**config.mk**
```make
export PLATFORM = sky130hd
export DESIGN_NAME = gdfm_top
export DESIGN_NICKNAME = d
export VERILOG_FILES = /design/src/rtl/gdfm_pkg.sv /design/src/rtl/gdfm_cond_if.sv /design/src/rtl/gdfm_cond.sv /design/src/rtl/gdfm_top.sv
export SDC_FILE = /design/constraint.sdc
export NUM_CORES = 1
export LEC_CHECK = 0
export BUFFER_PORTS_ARGS = -buffer_cell sky130_fd_sc_hd__buf_4
export CORE_MARGIN = 1.5
export CORE_UTILIZATION = 55
export DETAILED_ROUTE_END_ITERATION = 8
export PLACE_DENSITY_LB_ADDON = 0.3
export SKIP_CTS_REPAIR_TIMING = 1
export SYNTH_ARGS = -nofsm -noshare
export SYNTH_HDL_FRONTEND = slang
export SYNTH_SLANG_ARGS = --single-unit
export TNS_END_PERCENT = 5
```
**constraint.sdc**
```tcl
create_clock -name mclk -period 2.2 [get_ports mclk]
set_input_delay 0.22 -clock mclk [delete_from_list [all_inputs] [get_ports mclk]]
set_output_delay 0.22 -clock mclk [all_outputs]
set_load 0.01 [all_outputs]
```
**src/rtl/gdfm_pkg.sv**
```systemverilog
// Operation
// - Supply undervoltage reports, floats gates, stops logic; recovers automatically.
// - Pump undervoltage, when enabled, reports and floats gates; recovers automatically.
// - Pump undervoltage with its disable bit set does nothing.
// - Overcurrent mode 00b reports and floats gates until a fault clear.
// - Overcurrent mode 01b reports and floats gates, resuming after retry time.
// - Overcurrent mode 10b only reports; gates keep driving.
// - Overcurrent mode 11b neither reports nor acts.
// - Sense overcurrent disable silences the sense-resistor overcurrent alone, any mode.
// - Enabled stuck-gate fault reports and floats gates until a fault clear.
// - Stuck-gate fault with its disable bit set does nothing.
// - Thermal warning with report bit set reports only, clearing automatically.
// - Thermal warning with report bit clear does nothing.
// - Thermal shutdown reports and floats gates; recovers automatically.
// - Each fault latches general and specific status bits until a fault clear, or for retry overcurrent until the retry ends.
// - Hardware variant fixes overcurrent to retry, 4 ms period, 4 us deglitch.
package gdfm_pkg;

  // ==========================================================================
  // Timing
  localparam int CLK_NS        = 25;
  localparam int OCP_DEG_NS    = 4000;
  localparam int RETRY_US      = 4000;
  localparam int DEG_CYC       = (OCP_DEG_NS + CLK_NS - 1) / CLK_NS;
  localparam int RETRY_CYC_DEF = (RETRY_US * 1000) / CLK_NS;
  localparam int DCW           = $clog2(DEG_CYC + 1);

  // ==========================================================================
  // Condition indices
  localparam int NCOND   = 7;
  localparam int C_SUV   = 0;
  localparam int C_PUV   = 1;
  localparam int C_DSOC  = 2;
  localparam int C_SNOC  = 3;
  localparam int C_GSF   = 4;
  localparam int C_TWN   = 5;
  localparam int C_TSD   = 6;
  localparam int R_EN    = 7;
  localparam int R_STRAP = 8;
  localparam int R_PIN   = 9;
  localparam int RAW_W   = 10;

  // ==========================================================================
  // Register map
  localparam logic [7:0] A_CTRL  = 8'h00;
  localparam logic [7:0] A_FSTAT = 8'h04;
  localparam logic [7:0] A_LIVE  = 8'h08;
  localparam logic [7:0] A_ISTAT = 8'h0c;
  localparam logic [7:0] A_IMASK = 8'h10;

  localparam int F_OCM  = 0;
  localparam int F_PUVD = 2;
  localparam int F_SOCD = 3;
  localparam int F_GFD  = 4;
  localparam int F_TWR  = 5;
  localparam int F_CLR  = 6;
  localparam int CTRL_W = 6;
  localparam logic [CTRL_W-1:0] CTRL_RST  = 6'h00;
  localparam logic [NCOND:0]    FSTAT_RST = 8'h00;
  localparam logic [NCOND-1:0]  IRQ_RST   = 7'h00;

  localparam logic [1:0] OCM_LATCH  = 2'h0;
  localparam logic [1:0] OCM_RETRY  = 2'h1;
  localparam logic [1:0] OCM_REPORT = 2'h2;
  localparam logic [1:0] OCM_OFF    = 2'h3;

  typedef enum logic [1:0] {
    OC_IDLE,
    OC_LATCHED,
    OC_RETRY,
    OC_REPORT
  } gdfm_oc_state_t;

endpackage

```
**src/rtl/gdfm_cond_if.sv**
```systemverilog
`timescale 1ns/1ps
`default_nettype none
interface gdfm_cond_if;
  import gdfm_pkg::*;
  logic [NCOND-1:0] cond;
  logic             en_pulse;
  logic             strap;
  logic             pin_lvl;
  modport src (output cond, output en_pulse, output strap, output pin_lvl);
  modport dst (input cond, input en_pulse, input strap, input pin_lvl);
endinterface
`default_nettype wire

```
**src/rtl/gdfm_cond.sv**
```systemverilog
`timescale 1ns/1ps
`default_nettype none
module gdfm_cond (
  input  wire logic                     mclk,
  input  wire logic                     rst_b,
  input  wire logic [gdfm_pkg::RAW_W-1:0] raw,
  gdfm_cond_if.src                      co
);
  import gdfm_pkg::*;

  // ==========================================================================
  // Two-stage synchroniser; only the second stage feeds logic.
  logic [RAW_W-1:0] s1_r;
  logic [RAW_W-1:0] s2_r;
  logic             en_d_r;
  logic [DCW-1:0]   dg_r [2];

  always_ff @(posedge mclk or negedge rst_b) begin
    if (!rst_b) begin
      s1_r <= '0;
      s2_r <= '0;
    end else begin
      s1_r <= raw;
      s2_r <= s1_r;
    end
  end

  always_ff @(posedge mclk or negedge rst_b) begin
    if (!rst_b) begin
      en_d_r <= 1'b0;
    end else begin
      en_d_r <= s2_r[R_EN];
    end
  end

  // ==========================================================================
  // Overcurrent deglitch: a comparator must stay high for the full window.
  // A single low sample restarts the window, so chatter never accumulates.
  always_ff @(posedge mclk or negedge rst_b) begin
    if (!rst_b) begin
      dg_r[0] <= '0;
      dg_r[1] <= '0;
    end else begin
      for (int i = 0; i < 2; i++) begin
        if (!s2_r[C_DSOC+i]) begin
          dg_r[i] <= '0;
        end else if (dg_r[i] != DCW'(DEG_CYC)) begin
          dg_r[i] <= dg_r[i] + DCW'(1);
        end
      end
    end
  end

  always_comb begin
    co.cond         = s2_r[NCOND-1:0];
    co.cond[C_DSOC] = (dg_r[0] == DCW'(DEG_CYC));
    co.cond[C_SNOC] = (dg_r[1] == DCW'(DEG_CYC));
  end

  assign co.en_pulse = s2_r[R_EN] & ~en_d_r;
  assign co.strap    = s2_r[R_STRAP];
  assign co.pin_lvl  = s2_r[R_PIN];

endmodule
`default_nettype wire

```
**src/rtl/gdfm_top.sv**
```systemverilog
// Chosen here: strobed register access and the register offsets.
`timescale 1ns/1ps
`default_nettype none
module gdfm_top #(
  parameter int RETRY_CYC = gdfm_pkg::RETRY_CYC_DEF
) (
  input  wire logic        mclk,
  input  wire logic        rst_b,
  input  wire logic [7:0]  addr,
  input  wire logic [31:0] wdata,
  input  wire logic        wr,
  input  wire logic        rd,
  output logic      [31:0] rdata,
  input  wire logic        supply_undervoltage,
  input  wire logic        pump_undervoltage,
  input  wire logic        drain_source_overcurrent,
  input  wire logic        sense_resistor_overcurrent,
  input  wire logic        gate_stuck_fault,
  input  wire logic        thermal_warning,
  input  wire logic        thermal_shutdown,
  input  wire logic        enable_reset_pulse,
  input  wire logic        hw_iface_strap,
  input  wire logic        fault_report_n_i,
  output logic             fault_report_n_o,
  output logic             fault_report_n_oe,
  output logic             gate_hiz,
  output logic             logic_disable,
  output logic             irq
);
  import gdfm_pkg::*;

  localparam int RCW = $clog2(RETRY_CYC);
  localparam logic [RCW-1:0] RLAST = RCW'(RETRY_CYC - 1);

  // ==========================================================================
  // Input conditioning
  gdfm_cond_if cif ();

  gdfm_cond u_cond (
    .mclk  (mclk),
    .rst_b (rst_b),
    .raw   ({fault_report_n_i,
             hw_iface_strap,
             enable_reset_pulse,
             thermal_shutdown,
             thermal_warning,
             gate_stuck_fault,
             sense_resistor_overcurrent,
             drain_source_overcurrent,
             pump_undervoltage,
             supply_undervoltage}),
    .co    (cif.src)
  );

  logic [NCOND-1:0] cnd;
  logic             hw;

  assign cnd = cif.cond;
  assign hw  = cif.strap;

  // ==========================================================================
  // Configuration
  logic [CTRL_W-1:0] ctrl_r;
  logic [1:0]        ocm;
  logic              puv_en;
  logic              socd;
  logic              gf_en;
  logic              twr;
  logic              clr_cmd;
  logic              flt_clr;

  always_ff @(posedge mclk or negedge rst_b) begin
    if (!rst_b) begin
      ctrl_r <= CTRL_RST;
    end else if (wr && addr == A_CTRL) begin
      ctrl_r <= wdata[CTRL_W-1:0];
    end
  end

  // The hardware variant has no configuration bits, so the strap overrides all of them except
  // the thermal warning report bit; software writes still land but have no effect on the overridden bits.
  assign ocm    = hw ? OCM_RETRY : ctrl_r[F_OCM +: 2];
  assign puv_en = hw | ~ctrl_r[F_PUVD];
  assign socd   = ~hw & ctrl_r[F_SOCD];
  assign gf_en  = hw | ~ctrl_r[F_GFD];
  assign twr    = ctrl_r[F_TWR];

  // Clear is a self-clearing command bit; it always reads as zero.
  assign clr_cmd = wr && addr == A_CTRL && wdata[F_CLR];
  assign flt_clr = clr_cmd | cif.en_pulse;

  // ==========================================================================
  // Per-fault qualification
  logic             ds_ev;
  logic             sn_ev;
  logic             oc_ev;
  logic [NCOND-1:0] rep;

  assign ds_ev = cnd[C_DSOC];
  assign sn_ev = cnd[C_SNOC] & ~socd;
  assign oc_ev = (ds_ev | sn_ev) & (ocm != OCM_OFF);

  always_comb begin
    rep         = '0;
    rep[C_SUV]  = cnd[C_SUV];
    rep[C_PUV]  = cnd[C_PUV] & puv_en;
    rep[C_DSOC] = ds_ev & (ocm != OCM_OFF);
    rep[C_SNOC] = sn_ev & (ocm != OCM_OFF);
    rep[C_GSF]  = cnd[C_GSF] & gf_en;
    rep[C_TWN]  = cnd[C_TWN] & twr;
    rep[C_TSD]  = cnd[C_TSD];
  end

  // ==========================================================================
  // Overcurrent response
  gdfm_oc_state_t oc_st_r;
  gdfm_oc_state_t oc_st_nxt;
  logic [RCW-1:0] rcnt_r;
  logic           retry_done;

  assign retry_done = (oc_st_r == OC_RETRY) && (rcnt_r == RLAST);

  // Latched and report-only states leave only once the condition is gone,
  // so a clear issued into a live overcurrent does not release the gates.
  always_comb begin
    oc_st_nxt = oc_st_r;
    unique case (oc_st_r)
      OC_IDLE: begin
        if (oc_ev) begin
          unique case (ocm)
            OCM_LATCH:  oc_st_nxt = OC_LATCHED;
            OCM_RETRY:  oc_st_nxt = OC_RETRY;
            OCM_REPORT: oc_st_nxt = OC_REPORT;
            OCM_OFF:    oc_st_nxt = OC_IDLE;
          endcase
        end
      end
      OC_LATCHED: begin
        if (flt_clr && !(ds_ev | sn_ev)) begin
          oc_st_nxt = OC_IDLE;
        end
      end
      OC_RETRY: begin
        if (retry_done) begin
          oc_st_nxt = OC_IDLE;
        end
      end
      OC_REPORT: begin
        if (flt_clr && !(ds_ev | sn_ev)) begin
          oc_st_nxt = OC_IDLE;
        end
      end
    endcase
  end

  always_ff @(posedge mclk or negedge rst_b) begin
    if (!rst_b) begin
      oc_st_r <= OC_IDLE;
    end else begin
      oc_st_r <= oc_st_nxt;
    end
  end

  always_ff @(posedge mclk or negedge rst_b) begin
    if (!rst_b) begin
      rcnt_r <= '0;
    end else if (oc_st_r == OC_RETRY && !retry_done) begin
      rcnt_r <= rcnt_r + RCW'(1);
    end else begin
      rcnt_r <= '0;
    end
  end

  // ==========================================================================
  // Gate drive fault latch
  logic gdf_lat_r;

  always_ff @(posedge mclk or negedge rst_b) begin
    if (!rst_b) begin
      gdf_lat_r <= 1'b0;
    end else if (rep[C_GSF]) begin
      gdf_lat_r <= 1'b1;
    end else if (flt_clr) begin
      gdf_lat_r <= 1'b0;
    end
  end

  // ==========================================================================
  // Fault pin and gate disable
  logic fault_any;
  logic hiz_any;

  assign fault_any = rep[C_SUV] | rep[C_PUV] | (oc_st_r != OC_IDLE)
                   | gdf_lat_r | rep[C_TWN] | rep[C_TSD];
  assign hiz_any = rep[C_SUV] | rep[C_PUV] | (oc_st_r == OC_LATCHED)
                 | (oc_st_r == OC_RETRY) | gdf_lat_r | rep[C_TSD];

  // The pin is open drain: it is only ever pulled low, never driven high.
  always_ff @(posedge mclk or negedge rst_b) begin
    if (!rst_b) begin
      fault_report_n_o  <= 1'b0;
      fault_report_n_oe <= 1'b0;
      gate_hiz          <= 1'b0;
      logic_disable     <= 1'b0;
    end else begin
      fault_report_n_o  <= 1'b0;
      fault_report_n_oe <= fault_any;
      gate_hiz          <= hiz_any;
      logic_disable     <= rep[C_SUV];
    end
  end

  // ==========================================================================
  // Fault status
  logic [NCOND:0] fstat_r;
  logic [NCOND:0] fstat_nxt;

  // New evidence beats a clear in the same cycle.
  always_comb begin
    fstat_nxt = fstat_r;
    if (flt_clr) begin
      fstat_nxt = '0;
    end
    if (retry_done) begin
      fstat_nxt[1+C_DSOC] = 1'b0;
      fstat_nxt[1+C_SNOC] = 1'b0;
    end
    fstat_nxt[NCOND:1] = fstat_nxt[NCOND:1] | rep;
    fstat_nxt[0]       = |fstat_nxt[NCOND:1];
  end

  always_ff @(posedge mclk or negedge rst_b) begin
    if (!rst_b) begin
      fstat_r <= FSTAT_RST;
    end else begin
      fstat_r <= fstat_nxt;
    end
  end

  // ==========================================================================
  // Interrupts
  logic [NCOND-1:0] istat_r;
  logic [NCOND-1:0] imask_r;
  logic [NCOND-1:0] irq_ev;
  logic [NCOND-1:0] w1c;

  assign irq_ev = rep & ~fstat_r[NCOND:1];
  assign w1c    = (wr && addr == A_ISTAT) ? wdata[NCOND-1:0] : '0;

  always_ff @(posedge mclk or negedge rst_b) begin
    if (!rst_b) begin
      istat_r <= IRQ_RST;
    end else begin
      istat_r <= (istat_r & ~w1c) | irq_ev;
    end
  end

  always_ff @(posedge mclk or negedge rst_b) begin
    if (!rst_b) begin
      imask_r <= IRQ_RST;
    end else if (wr && addr == A_IMASK) begin
      imask_r <= wdata[NCOND-1:0];
    end
  end

  always_ff @(posedge mclk or negedge rst_b) begin
    if (!rst_b) begin
      irq <= 1'b0;
    end else begin
      irq <= |(istat_r & imask_r);
    end
  end

  // ==========================================================================
  // Register read
  logic [31:0] rd_val;

  always_comb begin
    rd_val = '0;
    unique case (addr)
      A_CTRL:  rd_val[CTRL_W-1:0] = ctrl_r;
      A_FSTAT: rd_val[NCOND:0]    = fstat_r;
      A_LIVE:  rd_val[11:0]       = {oc_st_r == OC_RETRY, hw,
                                     logic_disable, gate_hiz,
                                     cif.pin_lvl, cnd};
      A_ISTAT: rd_val[NCOND-1:0]  = istat_r;
      A_IMASK: rd_val[NCOND-1:0]  = imask_r;
      default: rd_val = '0;
    endcase
  end

  always_ff @(posedge mclk or negedge rst_b) begin
    if (!rst_b) begin
      rdata <= '0;
    end else begin
      rdata <= rd ? rd_val : '0;
    end
  end
endmodule
`default_nettype wire

```
* After elaboration in Yosys (flattened, before gate mapping)
Index checks and enable logic that the tools add are counted.
Storage, ports and cells: register bits 102, word-level logic and storage cells 114
Cells by class: $add $sub $neg 3, equal/unequal tests 21, mux-type cells 21, bitwise logic cells 34, reductions and logical operators 18
Operators with widths (number):
- 8-bit two-way mux | 5
- 6-bit one-hot mux with 5 select lines | 1
- 7-bit AND | 3
- 18-bit by 1-bit adder with 18-bit output (second input constant) | 1
- 18-bit equality test (second input constant) | 1
- 18-bit two-way mux | 1
- 8-bit by 1-bit adder with 8-bit output (second input constant) | 2
- 8-bit by 4-bit equality test with 1-bit output (second input constant) | 2
- 8-bit equality test (second input constant) | 2
- 8-bit != test (second input constant) | 2
- 7-bit inverter | 2
- 7-bit bitwise OR | 2
- 7-bit OR reduction | 2
- 1-bit bitwise OR | 13
- 12-bit two-way mux | 1
- 2-bit two-way mux | 5
- 2-bit != test (second input constant) | 5
- 1-bit AND | 9
- 2-bit equality test (second input constant) | 4
- 8-bit by 3-bit equality test with 1-bit output (second input constant) | 1
- 8-bit by 5-bit equality test with 1-bit output (second input constant) | 1
- 8-bit zero test | 1
- 2-bit one-hot mux with 4 select lines | 1
- 1-bit logical AND | 7
- 14 further kinds | 23

* Depth between registers and ports, before layout
Gate-level depths: netlist of the first run.
word-level depth 9, gate-level depth with buffers 7

* Modules after synthesis
From an unflattened synthesis of the first run, not the netlist that was laid out.
Second synthesis, totals: cell total of the unflattened synthesis 437, area, all modules 4772.1 sq um
By module, submodules not included:
- gdfm_top | times used 1, cells each 320, area each 3311.9 sq um, sequential area each 1626.6 sq um
- gdfm_cond | times used 1, cells each 117, area each 1460.2 sq um, sequential area each 925.9 sq um

* Least setup slack after synthesis of the first run
No wires, ideal clock.
path kind reg-to-reg, start register rcnt_r[15], end register fstat_r[0], library setup time 0.133 ns, arrival time 1.673 ns, data required time 2.067 ns, setup slack 0.394 ns, stages on the path, launching flop included 6, clock period less this slack 1.806 ns, cells stage by stage dfrtp_1 or4b_2 nor3_1 nand3_1 a31o_1 nand4b_1
On the way: cells in the longest elaborated chain, start to end 5
RTL lines:
- from (decl) | RTL line gdfm_top.sv:118 | logic [RCW-1:0] rcnt_r;
- from (signal assigned) | RTL line gdfm_top.sv:168 | rcnt_r <= rcnt_r + RCW'(1);
- 18-bit equality test | RTL line gdfm_top.sv:121 | assign retry_done = (oc_st_r == OC_RETRY) && (rcnt_r == RLAST);
- 1-bit logical AND | RTL line gdfm_top.sv:121
- 2-bit two-way mux | RTL line gdfm_top.sv:224 | if (retry_done) begin
- 7-bit bitwise OR | RTL line gdfm_top.sv:228 | fstat_nxt[NCOND:1] = fstat_nxt[NCOND:1] | rep;
- net fstat_nxt[3] | RTL line gdfm_top.sv:216 | logic [NCOND:0] fstat_nxt;
- 7-bit OR reduction | RTL line gdfm_top.sv:229 | fstat_nxt[0] = |fstat_nxt[NCOND:1];
- net fstat_nxt[0] | RTL line gdfm_top.sv:216
- to (signal assigned) | RTL line gdfm_top.sv:236 | fstat_r <= fstat_nxt;
- to (decl) | RTL line gdfm_top.sv:215 | logic [NCOND:0] fstat_r;
The timed path passes the listed nets, and every way through them passes these cells. A chain may end at the register's enable or synchronous reset.

* Final worst setup path of the first run
Same ends and word-level chain as after synthesis.

==> reports/results.txt, run 1 <==
outcome: completed
Clock Path Buffers: 2
gpl congestion: 0.908
fin crit share: 92.2%
Clk pwr share: 33.6%
overall routed net length: 8.96 mm
die area: 0.00875 mm^2
Required @ worst endpoint: 2460 ps
Sw Pwr: 950 uW
post-synthesis cell area: 0.00451 mm^2
Critical Path Source Type: flop
P_int: 2.52 mW
drt wl/cell: 15.3 um
Sw Share: 27.4%
CP peak stage delay: 690 ps
Num CTS Buffers: 9
Flop pwr share: 57.6%
Final Hold Viols: 0
first-pass GRT wire length: 14.6 mm
RSZ-0062 raised after global routing: false
worst r2r path cells: 5
num rows: 32
Initial Util: 57.5%
Seq/Total Area, Yosys: 56.6%
PD cells: 660 mW/mm^2
Synth Instances: 409
path type of the worst min-delay path: in -> reg
Core ar.: 0.00785 mm^2
worst path bufs/invs: 0
Final Max Slew Viols: 0
Setup CP Type: reg -> reg
drt drc: 0
Yosys cell types: 47
largest cells by area after synthesis: dfrtp_1 (57%), nand2_1 (3.7%), buf_4 (3.5%)
clk root buf: clkbuf_8
CTS tree: yes
Post-synth EDFFs: 0
drt initial violations: 232
Worst Skew: 14.3 ps
Max Cap Violations: 0
Leak: 2.49 nW
final setup TNS: 0 ps
Yosys reg bits: 102
largest net degree at the start of global routing: 62
Clock Sinks: 102
top-area cell type share of the netlist area: 56.6%
gr ovfl total: 0
total I/O pin count: 91
Syn Area/Cell: 11.0 um^2
slowest stage cell on the critical path: or4b_2
Filler cells: 603
power share of the combinational group: 8.8%
Chip Height: 93.5 um
Via Count: 3208
peak supply drop: 0.000485 V
vias in the first global route: 3012
1st-pass router iterations: 6
Max Fclk: 493 MHz
post-synth top area cell: dfrtp_1
Buffers on Ports: 44
min cycle time layout: 2030 ps
vias per inst: 5.47
ys async rst share: 100%
Nets: 540
CP Capture Type: flop
Levels on crit path: 5
layout cells sized above 1: 19.4%
crit-path max FO: 5
CTS HTree Levels: 3
synthesis-to-layout area growth: 16.7%
ANT nets after route: 0
initial antenna violation count: 0
crit path cell chain: or4b_2 -> nor3_1 -> nand3_1 -> a31o_1 -> nand4b_1
Final Setup Violations: 0
Power, Total: 3.47 mW
post-DP HPWL: 6.34 mm
die width: 93.5 um
clock slew at reported path FFs: 110 ps
delay-heaviest family, CP: simple AND/OR/NAND/NOR gates
Hold Crit Depth: 2
# diodes: 0
WP data arrival: 2280 ps
Tot GR Track Use: 21.9%
Worst-Skew Late Latency: 380 ps
Syn. warnings: 0
Main synth FF type: dfrtp_1
[flip-flops by register name, summed over array words and instances, names as in the netlist]
register and cells:
fault_report_n_oe 1, u_cond.dg_r 16, ctrl_r 6, oc_st_r 2, rdata 12, istat_r 7
rcnt_r 18, u_cond.s2_r 10, u_cond.s1_r 10, imask_r 7, gdf_lat_r 1, gate_hiz 1
fstat_r 8, u_cond.en_d_r 1, irq 1, logic_disable 1
[routing by layer]
layer  global-route usage (%)  vias to the layer above  share of wire, %
met3                     5.93                       15               7.3
met2                     34.1                      114                48
met4                     6.47                        0               1.8
met1                     30.0                     1577                43
li1                         -                     1502                 -
met5                        0                        -                 0
[synth_stat cells, types with 10 or more instances]
cell type	instances
nor2_1	38
and2_1	14
inv_1	14
dfrtp_1	102
xnor2_1	17
buf_4	21
nand3_1	26
and3_1	10
xor2_1	11
nand2_1	45
o21ai_0	19
[cells by family (layout without fill, tap and decap cells)]
logic type	count (synthesis)	in the layout	share of synthesized area [%]
simple gates	171	171	19.6
xor+xnor	28	28	5.44
other cells	1	21	0.0832
fa+ha+maj	6	6	1.66
mux	19	19	5.19
buf+inv	39	95	5.05
compound gates	43	43	6.38
flops	102	102	56.6
[path summary, 6_finish.rpt]
kind / from / endpoint / slack (ps)
min in group asynchronous: rst_b / u_cond.dg_r[12] / 330
setup / recovery: rcnt_r[15] / fstat_r[0] / 170
hold reg to reg: u_cond.s1_r[9] / u_cond.s2_r[9] / 360
hold / removal: wdata[5] / imask_r[5] / 90
max in group asynchronous: rst_b / u_cond.s2_r[4] / 1220
setup reg to reg: rcnt_r[15] / fstat_r[0] / 170
[final cells by class]
type                    count  area (um^2)  share of cell area [%]
flip-flops and latches    102         2550                    48.5
inverters                  14         52.6                   0.999
clock inverters             7         72.6                    1.38
multi-input cells         288         1800                    34.3
well taps                 102          128                    2.43
repair buffers             65          528                    10.0
clock buffers               9          124                    2.35
[worst reg2reg max path, stage by stage, from the launching register on]
cell      delay (ps)
dfrtp_1          440
or4b_2           690
nor3_1           210
nand3_1          150
a31o_1           270
nand4b_1         170
[power by group through the flow]
stage          clock, mW  sequential (mW)  combinational (mW)
4_1_cts             1.20             2.00               0.294
3_5_place_dp           0             2.03               0.293
6_report            1.17             2.00               0.307
2_1_floorplan          0             2.02               0.178
5_1_grt             1.27             2.01               0.346
3_3_place_gp           0             2.03               0.282
[placed cells by master (no fill, tap or decap), types with 2 or more instances in the layout]
master | synthesis | final
a21boi_0 | 2 | 2
a21oi_1 | 5 | 5
a222oi_1 | 7 | 7
a22oi_1 | 2 | 2
a32oi_1 | 2 | 2
and2_1 | 14 | 14
and3_1 | 10 | 10
buf_4 | 21 | 53
clkbuf_8 | 0 | 9
conb_1 | 1 | 21
dfrtp_1 | 102 | 102
dlygate4sd3_1 | 0 | 11
ha_1 | 6 | 6
inv_1 | 14 | 14
inv_6 | 0 | 3
inv_8 | 0 | 2
mux2_2 | 7 | 7
mux2_4 | 7 | 7
mux2i_1 | 5 | 5
nand2_1 | 45 | 45
nand3_1 | 26 | 26
nand4_1 | 6 | 6
nor2_1 | 38 | 38
nor2b_1 | 6 | 6
nor3_1 | 5 | 5
nor3b_1 | 2 | 2
nor4_1 | 2 | 2
nor4_2 | 2 | 2
o21ai_0 | 19 | 19
o21ai_1 | 2 | 2
or3_1 | 3 | 3
xnor2_1 | 17 | 17
xor2_1 | 11 | 11
[metrics by stage]
| stage | hold slack (ps) | setup WS (ps) | utilization, % | cells | cell area [um^2] |
|---|---|---|---|---|---|
| after global routing | 68.9 | 127 | 67.0 | 587 | 5260 |
| after detailed placement | 199 | 208 | 63.1 | 560 | 4950 |
| after floorplan | -75.6 | 394 | - | 429 | 4580 |
| after CTS | -203 | 186 | 65.6 | 576 | 5150 |
| after global placement | 201 | 256 | 63.1 | 560 | 4950 |
| final | 87.2 | 171 | 67.0 | 587 | 5260 |
(Power assumes the default switching activity.)
==> run 2: changes to the inputs <==
CTS_BUF_LIST = sky130_fd_sc_hd__clkbuf_4   (was default)
==> run 2 against run 1 <==
  * Fmax is 0.19% lower
  * Clock power is 18% lower
  * Register-to-register slack hardly changed
  * Count of clock-buffer cells in the layout stayed put
  * Critical path type unchanged
  * Largest cell class unchanged
  * Highest routed layer unchanged
==> reports/results.txt, run 2 (synthesis results as in run 1) <==
Hold Path End: rdata[6]
fin crit share: 92.4%
Tot GR Track Use: 21.6%
CP Capture Type: flop
# diodes: 0
slowest stage cell on the critical path: or4b_2
overall routed net length: 9.00 mm
layout cells sized above 1: 19.1%
drt drc: 0
CTS tree: yes
Final Max Slew Viols: 0
Nets: 548
Worst Skew: 23.4 ps
Worst-Skew Late Latency: 470 ps
max reg flops: 18
die area: 0.00875 mm^2
Num CTS Buffers: 9
Largest Register: rcnt_r
crit-path max FO: 5
Max Cap Violations: 0
Chip Height: 93.5 um
num rows: 32
min cycle time layout: 2030 ps
hold_sp: addr[2]
flop2flop setup slack: 170 ps
Final Instance Area: 0.00529 mm^2
largest net degree at the start of global routing: 62
vias in the first global route: 2986
drt wl/cell: 15.1 um
gpl congestion: 0.908
Required @ worst endpoint: 2550 ps
path type of the worst min-delay path: in -> reg
outcome: completed
Setup CP Type: reg -> reg
Buffers on Ports: 44
reg2reg start: rcnt_r[15]
Via Count: 3232
final setup TNS: 0 ps
CP peak stage delay: 690 ps
RSZ-0062 raised after global routing: false
Final Setup Violations: 0
first-pass GRT wire length: 14.6 mm
total I/O pin count: 91
die width: 93.5 um
most frequent cells in the layout: dfrtp_1 (102), buf_4 (53), nand2_1 (45)
Max Fclk: 492 MHz
Largest regs: rcnt_r: 18 flops, u_cond.dg_r: 16 flops, rdata: 12 flops
worst r2r path cells: 5
clock slew at reported path FFs: 160 ps
Leak: 2.50 nW
post-DP HPWL: 6.34 mm
initial antenna violation count: 0
R2R Path End: fstat_r[0]
Placed Area: 0.00495 mm^2
Clock Path Buffers: 2
clk root buf: clkbuf_4
Initial Util: 57.5%
ANT nets after route: 0
Final Hold Viols: 0
Hold Slack: 120 ps
drt initial violations: 195
peak supply drop: 0.000499 V
Core ar.: 0.00785 mm^2
PD cells: 620 mW/mm^2
most common cell after layout, fill and taps aside: dfrtp_1
CTS HTree Levels: 3
Filler cells: 597
Critical Path Source Type: flop
crit path cell chain: or4b_2 -> nor3_1 -> nand3_1 -> a31o_1 -> nand4b_1
1st-pass router iterations: 6
fin util: 67.3%
gr ovfl total: 0
Clock Sinks: 102
vias per inst: 5.43
synthesis-to-layout area growth: 17.2%
WP data arrival: 2380 ps
Hold Crit Depth: 3
[run 2: area by class of cell]
type                       instances  area (um^2)  area share [%]
clock buffer                       9         67.6            1.28
clock inverter                     7         72.6            1.37
inverter                          14         52.6           0.994
multi-input combinational        288         1800            34.1
sequential                       102         2550            48.3
tap                              102          128            2.41
timing repair buffer              73          608            11.5
[run 2: how the worst max path moves through the flow]
stage	slack (ps)	from	end	cells past startpoint
final	170	rcnt_r[15]	fstat_r[0]	5
after detailed placement	210	rcnt_r[15]	fstat_r[0]	5
after global placement	260	rcnt_r[15]	fstat_r[0]	5
after floorplan	390	rcnt_r[15]	fstat_r[0]	5
after CTS	180	rcnt_r[15]	fstat_r[0]	5
after global routing	120	u_cond.dg_r[0]	oc_st_r[1]	7
[run 2: routing by layer]
metal	vias to the layer above	part of all wire, %	global-route usage, %
li1	1521	-	-
met1	1589	44	30.2
met2	111	49	34.2
met3	11	6.6	5.77
met4	0	0.81	4.10
met5	-	0	0
[run 2: power by group]
part | switching, mW | total (mW) | leakage [nW] | internal [mW]
combinational | 0.179 | 0.319 | 1.14 | 0.140
sequential | 0.0573 | 2.00 | 1.29 | 1.94
clock | 0.690 | 0.960 | 0.0741 | 0.270
total | 0.926 | 3.28 | 2.50 | 2.35
[run 2: critical path, delay by kind of cell, from the launching register on]
kind            cells  cell delay [ps]
simple gates        4             1210
flops               1              460
compound gates      1              270
[run 2: through the flow]
stage                     cells  worst slack [ps]  power [mW]
after global routing        595               123        3.43
final                       595               167        3.28
after detailed placement    560               208        2.33
after floorplan             429               394        2.20
after global placement      560               256        2.31
after CTS                   576               176        3.28
==> run 3: changes to the inputs <==
CORE_UTILIZATION = 51   (was 55)
clock period = 1.65 ns   (was 2.2 ns; I/O delays follow)
==> run 3 against run 2 <==
  * The flow now finishes with violations (negative setup slack)
  * First-iteration DRC count is 4.6% higher
  * Utilization is 2.1 points lower
  * Non-clock buffer count is 33 higher
  * Register-to-register slack worse by 240 ps
  * Sequential power is 33% higher
  * Count of clock-buffer cells in the layout stayed put
  * Critical path type unchanged
  * Largest cell class unchanged
  * Highest routed layer unchanged
==> reports/results.txt, run 3 (synthesis results as in run 1) <==
synthesis-to-layout area growth: 25.0%
M1 GR Usage: 29.7%
register area: 0.00255 mm^2
Clock Path Buffers: 2
Final Max Slew Viols: 0
Critical Path Source Type: flop
RSZ-0062 raised after global routing: true
footprint of the multi-input gates: 0.00187 mm^2
ANT nets after route: 0
clock slew at reported path FFs: 170 ps
fin crit share: 104%
worst r2r path cells: 5
Initial Util: 52.2%
max reg flops: 18
Largest regs: rcnt_r: 18 flops, u_cond.dg_r: 16 flops, rdata: 12 flops
Worst Skew: 20.5 ps
GR peak layer: met2
overall routed net length: 9.36 mm
fin util: 65.3%
CTS HTree Levels: 3
CP Capture Type: flop
Required @ worst endpoint: 2000 ps
hold_sp: addr[2]
final worst setup slack: -68.2 ps
Final Hold Viols: 0
first-pass GRT wire length: 15.5 mm
Setup CP Type: reg -> reg
Max Cap Violations: 0
Max Fclk: 582 MHz
Final Setup Violations: 1
# diodes: 0
R2R Path End: fstat_r[0]
outcome: finished, violations left
reg2reg start: rcnt_r[15]
vias per inst: 5.23
crit-path max FO: 2
peak supply drop: 0.000550 V
WP data arrival: 2070 ps
gpl congestion: 0.884
layout cells sized above 1: 26.2%
failing checks: negative setup slack
initial antenna violation count: 0
gr ovfl total: 0
Buffers on Ports: 44
min cycle time layout: 1720 ps
Num CTS Buffers: 9
drt initial violations: 204
largest net degree at the start of global routing: 40
1st-pass router iterations: 6
PD cells: 786 mW/mm^2
Core ar.: 0.00864 mm^2
Chip Height: 97.0 um
Nets: 581
Worst-Skew Late Latency: 460 ps
GR Layer Usage met3: 5.71%
drt wl/cell: 14.8 um
Final Instance Area: 0.00564 mm^2
Leak: 2.70 nW
CTS tree: yes
Clock Sinks: 102
post-DP HPWL: 6.66 mm
Hold Path End: rdata[6]
drt drc: 0
clk root buf: clkbuf_4
die width: 97.0 um
grt met2 use: 31.5%
most common cell after layout, fill and taps aside: dfrtp_1
die area: 0.00941 mm^2
most frequent cells in the layout: dfrtp_1 (102), buf_4 (84), nand2_1 (45)
Tot GR Track Use: 20.7%
Via Count: 3318
Hold Crit Depth: 3
vias in the first global route: 3239
num rows: 34
Largest Register: rcnt_r
Filler cells: 708
total I/O pin count: 91
path type of the worst min-delay path: in -> reg
flop2flop setup slack: -70 ps
Placed Area: 0.00525 mm^2
-- run 3: how the worst max path moves through the flow --
| stage | start | endpoint | slack [ps] |
|---|---|---|---|
| finish | rcnt_r[15] | fstat_r[0] | -70 |
| global route | rcnt_r[0] | fstat_r[0] | -150 |
| CTS | rcnt_r[15] | fstat_r[0] | -100 |
| detailed placement | addr[5] | fstat_r[0] | -120 |
| global placement | addr[5] | fstat_r[0] | -100 |
| floorplan | addr[1] | imask_r[0] | -40 |
-- run 3: final cells by class --
class | instances | area share [%]
clock inverter | 7 | 1.29
inverter | 14 | 0.933
timing repair buffer | 106 | 15.6
clock buffer | 9 | 1.20
multi-input combinational | 288 | 33.3
tap | 108 | 2.40
sequential | 102 | 45.3
-- run 3: metal layers --
metal	part of all wire, %	vias up
li1	-	1585
met1	45	1621
met2	48	108
met3	6.1	4
met4	0.69	0
met5	0	-
-- run 3: metrics by stage --
| step | setup TNS, ps | power, mW | std cells | setup WS [ps] | hold slack [ps] |
|---|---|---|---|---|---|
| floorplan | -425 | 2.93 | 429 | -40.8 | -131 |
| global placement | -852 | 3.15 | 599 | -97.9 | 127 |
| detailed placement | -1590 | 3.16 | 599 | -118 | 132 |
| CTS | -489 | 4.45 | 615 | -102 | -398 |
| global route | -644 | 4.63 | 634 | -153 | 15.4 |
| finish | -68.2 | 4.43 | 634 | -68.2 | 38.6 |
-- run 3: worst max-delay path, stage by stage, from the launching register on --
cell	delay, ps
dfrtp_1	410
or4b_4	530
nor3_2	110
nand3_1	140
a31o_1	250
nand4b_1	160
-- run 3: report_power, final --
| group | total, mW | switching [mW] | internal, mW |
|---|---|---|---|
| clock | 1.28 | 0.918 | 0.357 |
| combinational | 0.493 | 0.260 | 0.233 |
| sequential | 2.66 | 0.0688 | 2.59 |
| total | 4.43 | 1.25 | 3.18 |
